`src/sim_defines.svh`:
```
// Purpose: constants for the servo io map and jog test block
// Assumes: 32-bit classic wishbone, word registers
// Notes: offsets are byte addresses
`ifndef SIM_DEFINES_SVH
`define SIM_DEFINES_SVH
`define SIM_ADR_MODE      8'h00
`define SIM_ADR_TEST      8'h04
`define SIM_ADR_FORCE     8'h08
`define SIM_ADR_JOGSPD    8'h0c
`define SIM_ADR_JOGACC    8'h10
`define SIM_ADR_STATUS    8'h14
`define SIM_ADR_LEDS      8'h18
`define SIM_JOG_SPD_RST   16'h00c8
`define SIM_JOG_ACC_RST   16'h03e8
`define SIM_JOG_ACC_MAX   16'hc350
`define SIM_CTL_FORCE_EN  0
`define SIM_CTL_JOG       1
`define SIM_CTL_MOTORLESS 2
`define SIM_CTL_TOUGH     3
`define SIM_CTL_POSTEST   4
`define SIM_CTL_SWJOG     5
`define SIM_CTL_LINK_OK   6
`define SIM_CTL_AUTO_ON   7
`endif

```
`src/sim_pkg.sv`:
```
// Purpose: types for the servo io map and jog test block
// Assumes: nothing
// Notes: mode codes follow the mode table order
package sim_pkg;
    typedef enum logic [2:0] {
        SIM_POS   = 3'h0,
        SIM_PS    = 3'h1,
        SIM_SPD   = 3'h2,
        SIM_ST    = 3'h3,
        SIM_TRQ   = 3'h4,
        SIM_TP    = 3'h5,
        SIM_PTAB  = 3'h6
    } sim_mode_t;
    typedef enum logic [2:0] {
        SIM_NORMAL    = 3'h0,
        SIM_JOG       = 3'h1,
        SIM_MOTORLESS = 3'h2,
        SIM_TOUGH     = 3'h3,
        SIM_POSTEST   = 3'h4,
        SIM_LOCKED    = 3'h5
    } sim_test_t;
    typedef struct packed {
        logic clear_input;
        logic speed_select_bit1;
        logic table_select_bit1;
        logic forward_stroke_end;
        logic reverse_stroke_end;
        logic forward_start_input;
        logic reverse_start_input;
        logic forward_rotation_select;
        logic reverse_rotation_select;
    } sim_logic_in_t;
endpackage : sim_pkg
```
`src/sim_io_map.sv`:
```
// Purpose: connector pin mapping, pin display, forced outputs and jog gating
// Assumes: pins synchronous to clk_i; wishbone classic slave, one wait cycle
// Notes: pin bus bit k is connector input pin k+5, out bit k is output slot k
//
// Implementation choices: the Wishbone slave port and the address map.
`timescale 1ns/1ps
`include "sim_defines.svh"

// What this block does
// - each display segment lights while its connector pin is on.
// - control mode selects position, speed, torque, change or positioning mapping.
// - pin 5 is clear, speed select 1, or table select bit 1.
// - pin 6 is forward stroke end, forward start or reverse rotation select.
// - pin 7 is reverse stroke end, reverse start or forward rotation select.
// - software can force each output on or off while servo-on input is off.
// - forcing outputs allowed only while servo-on input is off.
// - forcing brake interlock on releases the brake even with servo off.
// - no test operation starts unless servo-on input is off.
// - after positioning test, normal operation returns only after power cycling.
// - test selection offers jog, motor-less and forced tough drive.
// - stroke end inputs read permanently on when auto-on setting is set.
// - jog allowed only when no external command is being received.
// - jog rotates only while a button is held; up ccw, down cw.
// - jog speed defaults to 200 rpm, settable up to permissible speed.
// - jog accel time defaults to 1000 ms, settable 0 to 50000 ms.
// - lost software link during software jog decelerates motor to stop.
// - forced stop input stops test operation.
module sim_io_map #(
    parameter int NOUT      = 5,
    parameter int SPD_MAX   = 16'hffff
) (
    input  wire logic        clk_i,
    input  wire logic        rst_i,
    input  wire logic        wb_cyc_i,
    input  wire logic        wb_stb_i,
    input  wire logic        wb_we_i,
    input  wire logic [7:0]  wb_adr_i,
    input  wire logic [31:0] wb_dat_i,
    input  wire logic [3:0]  wb_sel_i,
    output logic      [31:0] wb_dat_o,
    output logic             wb_ack_o,
    input  wire logic        alarm_reset_input_i,
    input  wire logic        servo_on_input_i,
    input  wire logic [2:0]  sel_pins_i,
    input  wire logic        forced_stop_input_i,
    input  wire logic        sub_mode_i,
    input  wire logic        ext_cmd_active_i,
    input  wire logic        btn_up_i,
    input  wire logic        btn_down_i,
    input  wire logic [NOUT-1:0] servo_out_i,
    output logic [NOUT-1:0]  pin_out_o,
    output logic             brake_release_o,
    output logic [12:0]      led_seg_o,
    output sim_pkg::sim_logic_in_t logic_in_o,
    output logic             jog_ccw_o,
    output logic             jog_cw_o,
    output logic             jog_stop_o,
    output logic [15:0]      jog_speed_o,
    output logic [15:0]      jog_accel_o
);
    localparam int BRK = 3;

    // led field holds output slots [10:6] plus two spare segments
    if (NOUT < 4 || NOUT > 7) begin : g_bad_nout
        $error("NOUT must be 4..7");
    end
    // jog speed register is 16 bits wide
    if (SPD_MAX < 0 || SPD_MAX > 32'h0000ffff) begin : g_bad_spd
        $error("SPD_MAX must fit 16 bits");
    end

    sim_pkg::sim_mode_t  mode_r;
    sim_pkg::sim_test_t  test_r;
    logic [7:0]          ctl_r;
    logic [NOUT-1:0]     force_val_r;
    logic [15:0]         spd_r;
    logic [15:0]         acc_r;
    logic                ack_r;
    logic [31:0]         rdat_r;
    logic                wr;
    logic [2:0]          tsel;
    sim_pkg::sim_mode_t  eff;
    logic                strk_auto;
    sim_pkg::sim_logic_in_t li_nxt;
    logic                force_ok;
    logic [NOUT-1:0]     out_nxt;

    assign wr = wb_cyc_i && wb_stb_i && wb_we_i && !ack_r && wb_sel_i[0];

    // register writes
    always_ff @(posedge clk_i) begin
        if (rst_i) begin
            mode_r      <= sim_pkg::SIM_POS;
            ctl_r       <= 8'h00;
            force_val_r <= '0;
            spd_r       <= `SIM_JOG_SPD_RST;
            acc_r       <= `SIM_JOG_ACC_RST;
        end else if (wr) begin
            unique case (wb_adr_i)
                `SIM_ADR_MODE: begin
                    if (wb_dat_i[2:0] <= 3'h6) mode_r <= sim_pkg::sim_mode_t'(wb_dat_i[2:0]);
                end
                `SIM_ADR_TEST: ctl_r <= wb_dat_i[7:0];
                `SIM_ADR_FORCE: force_val_r <= wb_dat_i[NOUT-1:0];
                `SIM_ADR_JOGSPD: begin
                    if (wb_dat_i[15:0] <= 16'(SPD_MAX)) spd_r <= wb_dat_i[15:0];
                end
                `SIM_ADR_JOGACC: begin
                    if (wb_dat_i[15:0] <= `SIM_JOG_ACC_MAX) acc_r <= wb_dat_i[15:0];
                end
                default: ;
            endcase
        end
    end

    // test operation state
    assign tsel = {ctl_r[`SIM_CTL_TOUGH], ctl_r[`SIM_CTL_MOTORLESS], ctl_r[`SIM_CTL_JOG]};
    always_ff @(posedge clk_i) begin
        if (rst_i) begin
            test_r <= sim_pkg::SIM_NORMAL;
        end else begin
            unique case (test_r)
                sim_pkg::SIM_NORMAL: begin
                    if (!servo_on_input_i && forced_stop_input_i) begin
                        if (ctl_r[`SIM_CTL_POSTEST] && mode_r == sim_pkg::SIM_PTAB)
                            test_r <= sim_pkg::SIM_POSTEST;
                        else if (tsel[0] && !ext_cmd_active_i)
                            test_r <= sim_pkg::SIM_JOG;
                        else if (tsel[1])
                            test_r <= sim_pkg::SIM_MOTORLESS;
                        else if (tsel[2])
                            test_r <= sim_pkg::SIM_TOUGH;
                    end
                end
                sim_pkg::SIM_JOG, sim_pkg::SIM_MOTORLESS, sim_pkg::SIM_TOUGH: begin
                    if (!forced_stop_input_i || tsel == 3'h0)
                        test_r <= sim_pkg::SIM_NORMAL;
                end
                sim_pkg::SIM_POSTEST: begin
                    if (!ctl_r[`SIM_CTL_POSTEST] || !forced_stop_input_i)
                        test_r <= sim_pkg::SIM_LOCKED;
                end
                sim_pkg::SIM_LOCKED: test_r <= sim_pkg::SIM_LOCKED;
                default: test_r <= sim_pkg::SIM_NORMAL;
            endcase
        end
    end

    // input mapping per mode
    assign strk_auto = ctl_r[`SIM_CTL_AUTO_ON];
    always_comb begin
        eff = mode_r;
        unique case (mode_r)
            sim_pkg::SIM_PS: eff = sub_mode_i ? sim_pkg::SIM_SPD : sim_pkg::SIM_POS;
            sim_pkg::SIM_ST: eff = sub_mode_i ? sim_pkg::SIM_TRQ : sim_pkg::SIM_SPD;
            sim_pkg::SIM_TP: eff = sub_mode_i ? sim_pkg::SIM_POS : sim_pkg::SIM_TRQ;
            default: eff = mode_r;
        endcase
        li_nxt = '0;
        unique case (eff)
            sim_pkg::SIM_POS: begin
                li_nxt.clear_input        = sel_pins_i[0];
                li_nxt.forward_stroke_end = sel_pins_i[1] | strk_auto;
                li_nxt.reverse_stroke_end = sel_pins_i[2] | strk_auto;
            end
            sim_pkg::SIM_SPD: begin
                li_nxt.speed_select_bit1   = sel_pins_i[0];
                li_nxt.forward_start_input = sel_pins_i[1];
                li_nxt.reverse_start_input = sel_pins_i[2];
            end
            sim_pkg::SIM_TRQ: begin
                li_nxt.speed_select_bit1       = sel_pins_i[0];
                li_nxt.reverse_rotation_select = sel_pins_i[1];
                li_nxt.forward_rotation_select = sel_pins_i[2];
            end
            default: begin
                li_nxt.table_select_bit1   = sel_pins_i[0];
                li_nxt.forward_start_input = sel_pins_i[1];
                li_nxt.reverse_start_input = sel_pins_i[2];
            end
        endcase
    end

    // forced outputs
    assign force_ok = ctl_r[`SIM_CTL_FORCE_EN] && !servo_on_input_i;
    assign out_nxt  = force_ok ? force_val_r : servo_out_i;

    always_ff @(posedge clk_i) begin
        if (rst_i) begin
            pin_out_o       <= '0;
            brake_release_o <= 1'b0;
            logic_in_o      <= '0;
            led_seg_o       <= 13'h0000;
        end else begin
            pin_out_o       <= out_nxt;
            brake_release_o <= out_nxt[BRK];
            logic_in_o      <= li_nxt;
            led_seg_o       <= 13'({out_nxt, forced_stop_input_i, sel_pins_i,
                                    servo_on_input_i, alarm_reset_input_i});
        end
    end

    // jog drive
    always_ff @(posedge clk_i) begin
        if (rst_i) begin
            jog_ccw_o   <= 1'b0;
            jog_cw_o    <= 1'b0;
            jog_stop_o  <= 1'b0;
            jog_speed_o <= `SIM_JOG_SPD_RST;
            jog_accel_o <= `SIM_JOG_ACC_RST;
        end else begin
            jog_speed_o <= spd_r;
            jog_accel_o <= acc_r;
            if (test_r == sim_pkg::SIM_JOG && forced_stop_input_i && !ext_cmd_active_i) begin
                jog_ccw_o  <= btn_up_i && !btn_down_i;
                jog_cw_o   <= btn_down_i && !btn_up_i;
                jog_stop_o <= ctl_r[`SIM_CTL_SWJOG] && !ctl_r[`SIM_CTL_LINK_OK];
            end else begin
                jog_ccw_o  <= 1'b0;
                jog_cw_o   <= 1'b0;
                jog_stop_o <= 1'b0;
            end
        end
    end

    // bus read and ack
    always_ff @(posedge clk_i) begin
        if (rst_i) begin
            ack_r  <= 1'b0;
            rdat_r <= 32'h0000_0000;
        end else begin
            ack_r <= wb_cyc_i && wb_stb_i && !ack_r;
            unique case (wb_adr_i)
                `SIM_ADR_MODE:   rdat_r <= {29'h0, mode_r};
                `SIM_ADR_TEST:   rdat_r <= {24'h0, ctl_r};
                `SIM_ADR_FORCE:  rdat_r <= {{(32-NOUT){1'b0}}, force_val_r};
                `SIM_ADR_JOGSPD: rdat_r <= {16'h0, spd_r};
                `SIM_ADR_JOGACC: rdat_r <= {16'h0, acc_r};
                `SIM_ADR_STATUS: rdat_r <= {27'h0, force_ok, 1'b0, test_r};
                `SIM_ADR_LEDS:   rdat_r <= {19'h0, led_seg_o};
                default:         rdat_r <= 32'h0000_0000;
            endcase
        end
    end
    assign wb_ack_o = ack_r;
    assign wb_dat_o = rdat_r;

    // assertions
    property p_jog_gate;
        @(posedge clk_i) disable iff (rst_i)
        (jog_ccw_o || jog_cw_o) |-> $past(test_r == sim_pkg::SIM_JOG && forced_stop_input_i);
    endproperty
    a_jog_gate: assert property (p_jog_gate) else $error("jog without jog test");

    property p_no_test_son;
        @(posedge clk_i) disable iff (rst_i)
        (test_r == sim_pkg::SIM_NORMAL && servo_on_input_i) |=> test_r == sim_pkg::SIM_NORMAL;
    endproperty
    a_no_test_son: assert property (p_no_test_son) else $error("test entered with servo on");

    property p_locked;
        @(posedge clk_i) disable iff (rst_i)
        test_r == sim_pkg::SIM_LOCKED |=> test_r == sim_pkg::SIM_LOCKED;
    endproperty
    a_locked: assert property (p_locked) else $error("left lock without reset");

    property p_estop;
        @(posedge clk_i) disable iff (rst_i)
        (test_r == sim_pkg::SIM_JOG && !forced_stop_input_i) |=> test_r == sim_pkg::SIM_NORMAL;
    endproperty
    a_estop: assert property (p_estop) else $error("forced stop ignored");

    property p_force;
        @(posedge clk_i) disable iff (rst_i)
        force_ok |=> pin_out_o == $past(force_val_r);
    endproperty
    a_force: assert property (p_force) else $error("forced value not driven");

    property p_force_son;
        @(posedge clk_i) disable iff (rst_i)
        servo_on_input_i |=> pin_out_o == $past(servo_out_i);
    endproperty
    a_force_son: assert property (p_force_son) else $error("forced while servo on");

    property p_brake;
        @(posedge clk_i) disable iff (rst_i)
        ##1 brake_release_o == pin_out_o[BRK];
    endproperty
    a_brake: assert property (p_brake) else $error("brake not following output");

    property p_led;
        @(posedge clk_i) disable iff (rst_i)
        ##1 led_seg_o[1] == $past(servo_on_input_i);
    endproperty
    a_led: assert property (p_led) else $error("servo-on segment wrong");

    property p_dir;
        @(posedge clk_i) disable iff (rst_i)
        !(jog_ccw_o && jog_cw_o);
    endproperty
    a_dir: assert property (p_dir) else $error("both jog directions");

    property p_auto;
        @(posedge clk_i) disable iff (rst_i)
        (strk_auto && mode_r == sim_pkg::SIM_POS) |=> logic_in_o.forward_stroke_end;
    endproperty
    a_auto: assert property (p_auto) else $error("auto-on stroke end low");

    property p_estop_entry;
        @(posedge clk_i) disable iff (rst_i)
        (test_r == sim_pkg::SIM_NORMAL && !forced_stop_input_i) |=> test_r == sim_pkg::SIM_NORMAL;
    endproperty
    a_estop_entry: assert property (p_estop_entry) else $error("test entered in stop");

    property p_jog_ext;
        @(posedge clk_i) disable iff (rst_i)
        (test_r == sim_pkg::SIM_JOG && ext_cmd_active_i) |=> !(jog_ccw_o || jog_cw_o);
    endproperty
    a_jog_ext: assert property (p_jog_ext) else $error("jog during external command");

    property p_release;
        @(posedge clk_i) disable iff (rst_i)
        !force_ok |=> pin_out_o == $past(servo_out_i);
    endproperty
    a_release: assert property (p_release) else $error("forced state not released");

    property p_led_res;
        @(posedge clk_i) disable iff (rst_i)
        ##1 led_seg_o[0] == $past(alarm_reset_input_i);
    endproperty
    a_led_res: assert property (p_led_res) else $error("reset segment wrong");

    property p_spd_max;
        @(posedge clk_i) disable iff (rst_i)
        jog_speed_o <= 16'(SPD_MAX);
    endproperty
    a_spd_max: assert property (p_spd_max) else $error("jog speed above limit");

    property p_acc_max;
        @(posedge clk_i) disable iff (rst_i)
        jog_accel_o <= `SIM_JOG_ACC_MAX;
    endproperty
    a_acc_max: assert property (p_acc_max) else $error("jog accel above limit");

    c_jog:  cover property (@(posedge clk_i) jog_ccw_o ##[1:20] jog_cw_o);
    c_lock: cover property (@(posedge clk_i) test_r == sim_pkg::SIM_LOCKED);
    c_frc:  cover property (@(posedge clk_i) force_ok && brake_release_o);
    c_stop: cover property (@(posedge clk_i)
        test_r == sim_pkg::SIM_JOG ##1 test_r == sim_pkg::SIM_NORMAL);
    c_mtl:  cover property (@(posedge clk_i) test_r == sim_pkg::SIM_MOTORLESS);
endmodule : sim_io_map

```
`config.mk`:
```
export PLATFORM = sky130hd
export DESIGN_NAME = sim_io_map
export DESIGN_NICKNAME = d
export VERILOG_FILES = /design/src/sim_pkg.sv /design/src/sim_io_map.sv
export VERILOG_INCLUDE_DIRS = /design/src /design/src/src
export SDC_FILE = /design/constraint.sdc
export NUM_CORES = 1
export LEC_CHECK = 0
export ABC_AREA = 1
export CORE_MARGIN = 2
export CORE_UTILIZATION = 56
export DETAILED_ROUTE_END_ITERATION = 7
export DONT_BUFFER_PORTS = 1
export PLACE_DENSITY = 0.73
export SYNTH_ARGS = -nofsm -noshare
export SYNTH_HDL_FRONTEND = slang
export SYNTH_SLANG_ARGS = --single-unit
```
`constraint.sdc`:
```
create_clock -name clk_i -period 1.2 [get_ports clk_i]
set_input_delay 0.24 -clock clk_i [delete_from_list [all_inputs] [get_ports clk_i]]
set_output_delay 0.24 -clock clk_i [all_outputs]
set_load 0.005 [all_outputs]
```
* After elaboration in Yosys (flattened, before gate mapping)
Index checks and enable logic that the tools add are counted.
** Storage, ports and cells
- Register bits :: 147
- Input bits :: 64
- Word-level logic and storage cells :: 112
- Output and inout port bits :: 96
** Cells by class
- Multiplexer cells :: 14
- $lt $le $gt $ge :: 3
- Reductions and logical operators :: 42
- Bitwise operators :: 6
- Equal/unequal tests :: 21
** Operator list (number)
- 16-bit one-hot mux with 7 select lines :: 1
- 16-bit less-or-equal comparator, second input constant :: 2
- 3-bit two-way mux :: 9
- 8-bit by 5-bit == test with 1-bit output, second input constant :: 3
- 8-bit by 4-bit == test with 1-bit output, second input constant :: 2
- 3-bit == test, second input constant :: 5
- 1-bit logical AND :: 14
- 3-bit by 2-bit == test with 1-bit output, second input constant :: 4
- 3-bit one-hot mux with 4 select lines :: 1
- 2-bit OR reduction :: 5
- 3-bit logical NOT :: 3
- 3-bit one-hot mux with 3 select lines :: 1
- 3-bit AND reduction :: 3
- 8-bit by 3-bit == test with 1-bit output, second input constant :: 1
- 1-bit logical NOT :: 8
- 8-bit logical NOT :: 1
- 3-bit by 1-bit == test with 1-bit output, second input constant :: 2
- 2-bit inequality test, second input constant :: 3
- 3-bit OR reduction :: 2
- 5-bit two-way mux :: 1
- 5-bit inequality test, second input constant :: 1
- 1-bit inverter :: 4
- 2-bit AND reduction :: 2
- 4-bit AND reduction :: 1
- other kinds (5) :: 7

* Longest topological paths before layout
- Word-level depth :: 6
- Gate-level depth with buffers :: 9
- Gate-level depth less buffers :: 9

* Worst setup path before layout
Ideal clock, no wire load.
- Path type :: register -> register
- Start :: reg ack_r, in the netlist wb_ack_o
- End :: reg acc_r[12]
- Required time :: 1085 ps
- Setup slack :: -63 ps
- Clock period less this slack :: 1263 ps
- Arrival time :: 1148 ps
- Stages on the path, launching flop included :: 8
- Library setup time :: 115 ps
- Path buffers :: 1
- Cell sequence :: dfxtp_1 inv_1 nand4_4 nor2_8 buf_6 nand3_1 nand2_1 nor2_1
** On the way
- Word-level cells in the longest chain between the ends :: 4
** RTL lines
- from (decl) :: line sim_io_map.sv:78 : logic ack_r;
- from (signal assigned) :: line sim_io_map.sv:232 : ack_r <= wb_cyc_i && wb_stb_i && !ack_r;
- 1-bit logical NOT :: line sim_io_map.sv:88 : assign wr = wb_cyc_i && wb_stb_i && wb_we_i && !ack_r && wb_sel_i[0];
- 1-bit logical AND (2 in series) :: line sim_io_map.sv:88
- 3-bit AND reduction (no source line)
- to (signal assigned) :: line sim_io_map.sv:97 : acc_r <= `SIM_JOG_ACC_RST;
- to (signal assigned) :: line sim_io_map.sv:109 : if (wb_dat_i[15:0] <= `SIM_JOG_ACC_MAX) acc_r <= wb_dat_i[15:0];
- to (decl) :: line sim_io_map.sv:77 : logic [15:0] acc_r;
Every way passes these cells.
A chain may end at the register's enable or synchronous reset.

* Final worst setup path
- Start :: reg ack_r, in the netlist wb_ack_o
- End :: reg ctl_r[0]
** On the way
- Word-level cells in the longest chain between the ends :: 4
** RTL lines
- 1-bit logical NOT :: line sim_io_map.sv:88
- 1-bit logical AND (2 in series) :: line sim_io_map.sv:88
- 2-bit AND reduction (no source line)
- to (signal assigned) :: line sim_io_map.sv:103 : `SIM_ADR_TEST: ctl_r <= wb_dat_i[7:0];
- to (decl) :: line sim_io_map.sv:74 : logic [7:0] ctl_r;
Every way passes these cells.

==> results.rst <==
.. list-table::
   :header-rows: 1

   * - Metric
     - Value
   * - Run status
     - finished with violations
   * - Failing checks
     - negative setup slack
   * - Critical path endpoint category
     - flip-flop
   * - Synth cell types
     - 33
   * - Number of global-route vias before repair
     - approximately 4400
   * - Worst hold path class
     - in2reg
   * - Library cell occupying the most area in the post-synthesis netlist
     - dfxtp_1
   * - Power density cells
     - between 1500 and 2000 nW/µm²
   * - Slowest stage cell on the critical path
     - dfxtp_2
   * - Synth Cell Area
     - 4960 µm²
   * - Final WL
     - 14.5 mm
   * - Top area cells in the synthesized netlist
     - dfxtp_1 50%, nor2_1 7.4%, nand2_1 6.7%, nand3_1 5.8%, inv_1 5.7%
   * - Largest fanout on the critical path
     - 12
   * - Setup skew after layout
     - between 0.007 and 0.008 ns
   * - Combined global-route utilization of all metal layers
     - 29.3%
   * - DRC Markers
     - 0
   * - Final period utilization
     - 105%
   * - Clock buffers created by TritonCTS
     - 17
   * - Cell occurring most often along the worst timing path
     - buf_12
   * - Detail-routed via count per cell
     - 5.56
   * - Gpl congestion
     - 0.883
   * - Yosys top cell area share
     - 49.6%
   * - Setup repair after global routing missed its margin
     - true
   * - Final critical path time including I/O delays and setup
     - 1.26 ns
   * - Initial antenna violation count
     - 0
   * - Crit Path Class
     - reg2reg
   * - Number of buffer and inverter stages on the critical path
     - 4
   * - Min-Delay Path Depth
     - 3
   * - # nets final
     - 772
   * - Final number of setup-violating endpoints
     - 32
   * - Post-synthesis sequential area ratio
     - 49.6%
   * - CTS tree
     - yes
   * - Static leakage
     - 2.88 nW
   * - Global-route wire length before repair
     - approximately 22 mm
   * - Max Clk Rate
     - about 800 MHz
   * - Vias post-DR
     - 4607
   * - Clock latency at the later pin of the worst-skew pair
     - 0.53 ns
   * - Portion of netlist area occupied by mux cells
     - 0%
   * - Remaining global-route overflow
     - 0
   * - Met2 Resource Use GR
     - 50.0%
   * - Data arrival time of the worst path
     - 1.65 ns
   * - Stage delay of the slowest cell on the critical path
     - 0.32 ns
   * - Top Ports
     - 160
   * - Count of port buffers added during placement
     - 0
   * - Die height
     - 98.1 µm
   * - Width of the die
     - 98.1 µm
   * - Total iterations of the first detailed-routing run
     - 6
   * - Fraction of final layout cells sized beyond drive strength 1
     - 23.0%
   * - Number of flip-flops and latches in the synthesized netlist
     - 123
   * - Total half-perimeter wirelength after legalization and detailed placement
     - around 8.6 mm
   * - Worst IR drop on VDD
     - about 990 µV
   * - # diodes
     - 0
   * - Most frequent cells after synthesis
     - 123 x dfxtp_1, 98 x nor2_1, 88 x nand2_1
   * - Main combinational cell family by area after synthesis
     - simple AND/OR/NAND/NOR gates
   * - Global routing met3 resource utilization
     - 8.45%
   * - Die Area
     - approximately 9600 µm²
   * - Number of gates on the worst path with buffers counted
     - 7
   * - Core Box Area
     - 8680 µm²
   * - First-iteration detailed-routing DRC count
     - 474
   * - Cell with the most instances after synthesis
     - dfxtp_1
   * - Required time reported for the critical path endpoint
     - 1.60 ns
   * - Max Cap Viol
     - 0
   * - Antenna Nets Post-Route
     - 0
   * - CTS H-Tree Depth
     - 4
   * - Share of the synthesized netlist area taken by xor and xnor gates
     - 0%
   * - Series of cell instances along the critical path
     - inv_2, nand4_4, buf_12, nor2_4, buf_12, buf_4, a21oi_1
   * - Post-Syn Instances
     - 636
   * - Type of origin of the critical path
     - flip-flop
   * - Mean area per synthesized cell
     - approximately 7.8 µm²
   * - Relative area change from synthesis to final layout
     - 30.8%
   * - Max-slew violation count
     - 0
   * - Root cell of the clock tree
     - clkbuf_8
   * - R2R depth
     - 7
   * - Simple-gate portion of the synthesized area
     - 25.8%
   * - Largest delay share family, worst path
     - buffers and inverters
   * - Number of enable-type register cells in the synthesized netlist
     - 0
   * - Hold WS
     - 0.00380 ns
   * - Std-Cell Rows
     - 34
   * - Initial core utilization
     - 57.2%
   * - Synth Area in Compound Gates
     - a little under an eighth
   * - Setup total negative slack
     - -0.802 ns
   * - GRT Max-Usage Layer
     - met2
   * - Post-detailed-route wirelength per cell
     - 17.5 µm
   * - Fraction of the mapped netlist area in adder cells
     - 0%
   * - Synth Flop Type
     - dfxtp_1
   * - Met1 demand-to-capacity share in global routing
     - approximately a third
   * - Share of flip-flops with an asynchronous set or reset
     - 0%
   * - Largest net degree at the start of global routing
     - 48
   * - Num Clock Sinks
     - 123
   * - Worst Setup Slack, final
     - -0.0553 ns
   * - CTS clock-pin slew for the worst setup and hold paths
     - 0.06 ns
   * - Maximum clock path buffer count
     - 2
   * - Total count of hold-check failures in the final report
     - 0
   * - Warning count from the yosys run
     - 0
sequential cells by signal, summed over array words and instances (netlist names):
register     cells
jog_ccw_o        1
wb_dat_o        16
jog_accel_o     16
wb_ack_o         1
logic_in_o       9
led_seg_o        6
force_val_r      5
jog_stop_o       1
test_r           3
jog_cw_o         1
jog_speed_o     16
acc_r           16
ctl_r            8
mode_r           3
pin_out_o        5
spd_r           16
power by group:
group	internal (mW)	switching (mW)	total (mW)	leakage (nW)
clock network	3.48	1.85	5.33	0.298
logic	0.303	0.442	0.745	1.59
registers	4.14	0.0445	4.18	0.998
total	7.92	2.34	10.3	2.88
path summary, 6_finish.rpt:
kind,from,to,slack [ns]
max reg2reg,wb_ack_o$_SDFF_PP0_,ctl_r[0]$_SDFFE_PP0P_,-0.06
max,wb_ack_o$_SDFF_PP0_,ctl_r[0]$_SDFFE_PP0P_,-0.06
min reg2reg,spd_r[12]$_SDFFE_PP0P_,jog_speed_o[12]$_SDFF_PP0_,0.44
min,wb_dat_i[0],mode_r[0]$_SDFFE_PP0P_,0.004
cell type report:
| type | count | area [µm²] |
|---|---|---|
| sequential | 123 | 2470 |
| fill | 595 | 2180 |
| multi-input combinational | 400 | 2100 |
| timing repair buffer | 82 | 845 |
| clock buffer | 21 | 449 |
| inverter | 84 | 323 |
| clock inverter | 11 | 168 |
| tap | 108 | 135 |
worst register-to-register path: stages (launching register included):
cell     delay, ns
dfxtp_2       0.32
inv_2         0.06
nand4_4       0.09
buf_12        0.17
nor2_4        0.12
buf_12        0.16
buf_4         0.13
a21oi_1       0.08
placed cells by master (no fill, tap or decap), types with 7 or more instances in the layout:
cell,instances
a21oi_1,32
a21oi_2,13
buf_12,10
buf_4,37
clkbuf_16,17
conb_1,18
dfxtp_1,116
dlygate4sd3_1,33
inv_1,73
inv_2,8
nand2_1,77
nand2_2,12
nand3_1,51
nand3_2,9
nor2_1,92
nor2_4,10
o21ai_0,10
o21ai_1,29
o21ai_2,7
metal layers:
layer	share of wire, %	vias to the layer above	wire (µm)
li1	-	2131	-
met1	37	2128	5370
met4	3.3	0	478
met5	0	-	0
met3	8.9	56	1290
met2	51	292	7380
what timing repair did:
action / CTS / global route
endpoints found under the setup margin: 49 / 61
hold buffers: 34 / 0
setup buffers: 4 / 1
cloned: 1 / 2
pin swaps: 4 / 12
endpoints found under the hold margin: 103 / 0
resized for setup: 13 / 49
logic make-up (layout without fill, tap and decap cells):
| logic type | Yosys count | count (layout) |
|---|---|---|
| AND/OR/NAND/NOR | 278 | 279 |
| buffers and inverters | 131 | 198 |
| flip-flops | 123 | 123 |
| AO/OA/AOI/OAI | 103 | 103 |
| other | 1 | 18 |
stage by stage:
stage	total power, mW	worst slack (ns)	utilization (%)	area (µm²)	std cells
2_1_floorplan	4.67	0.000374	-	5050	653
4_1_cts	10.2	-0.0218	73.3	6360	827
6_report	10.3	-0.0553	74.8	6490	829
3_3_place_gp	4.77	-0.0909	60.7	5270	756
5_1_grt	10.6	-0.124	74.8	6490	829
3_5_place_dp	4.79	-0.140	60.7	5270	756
(Power assumes the default switching activity.)
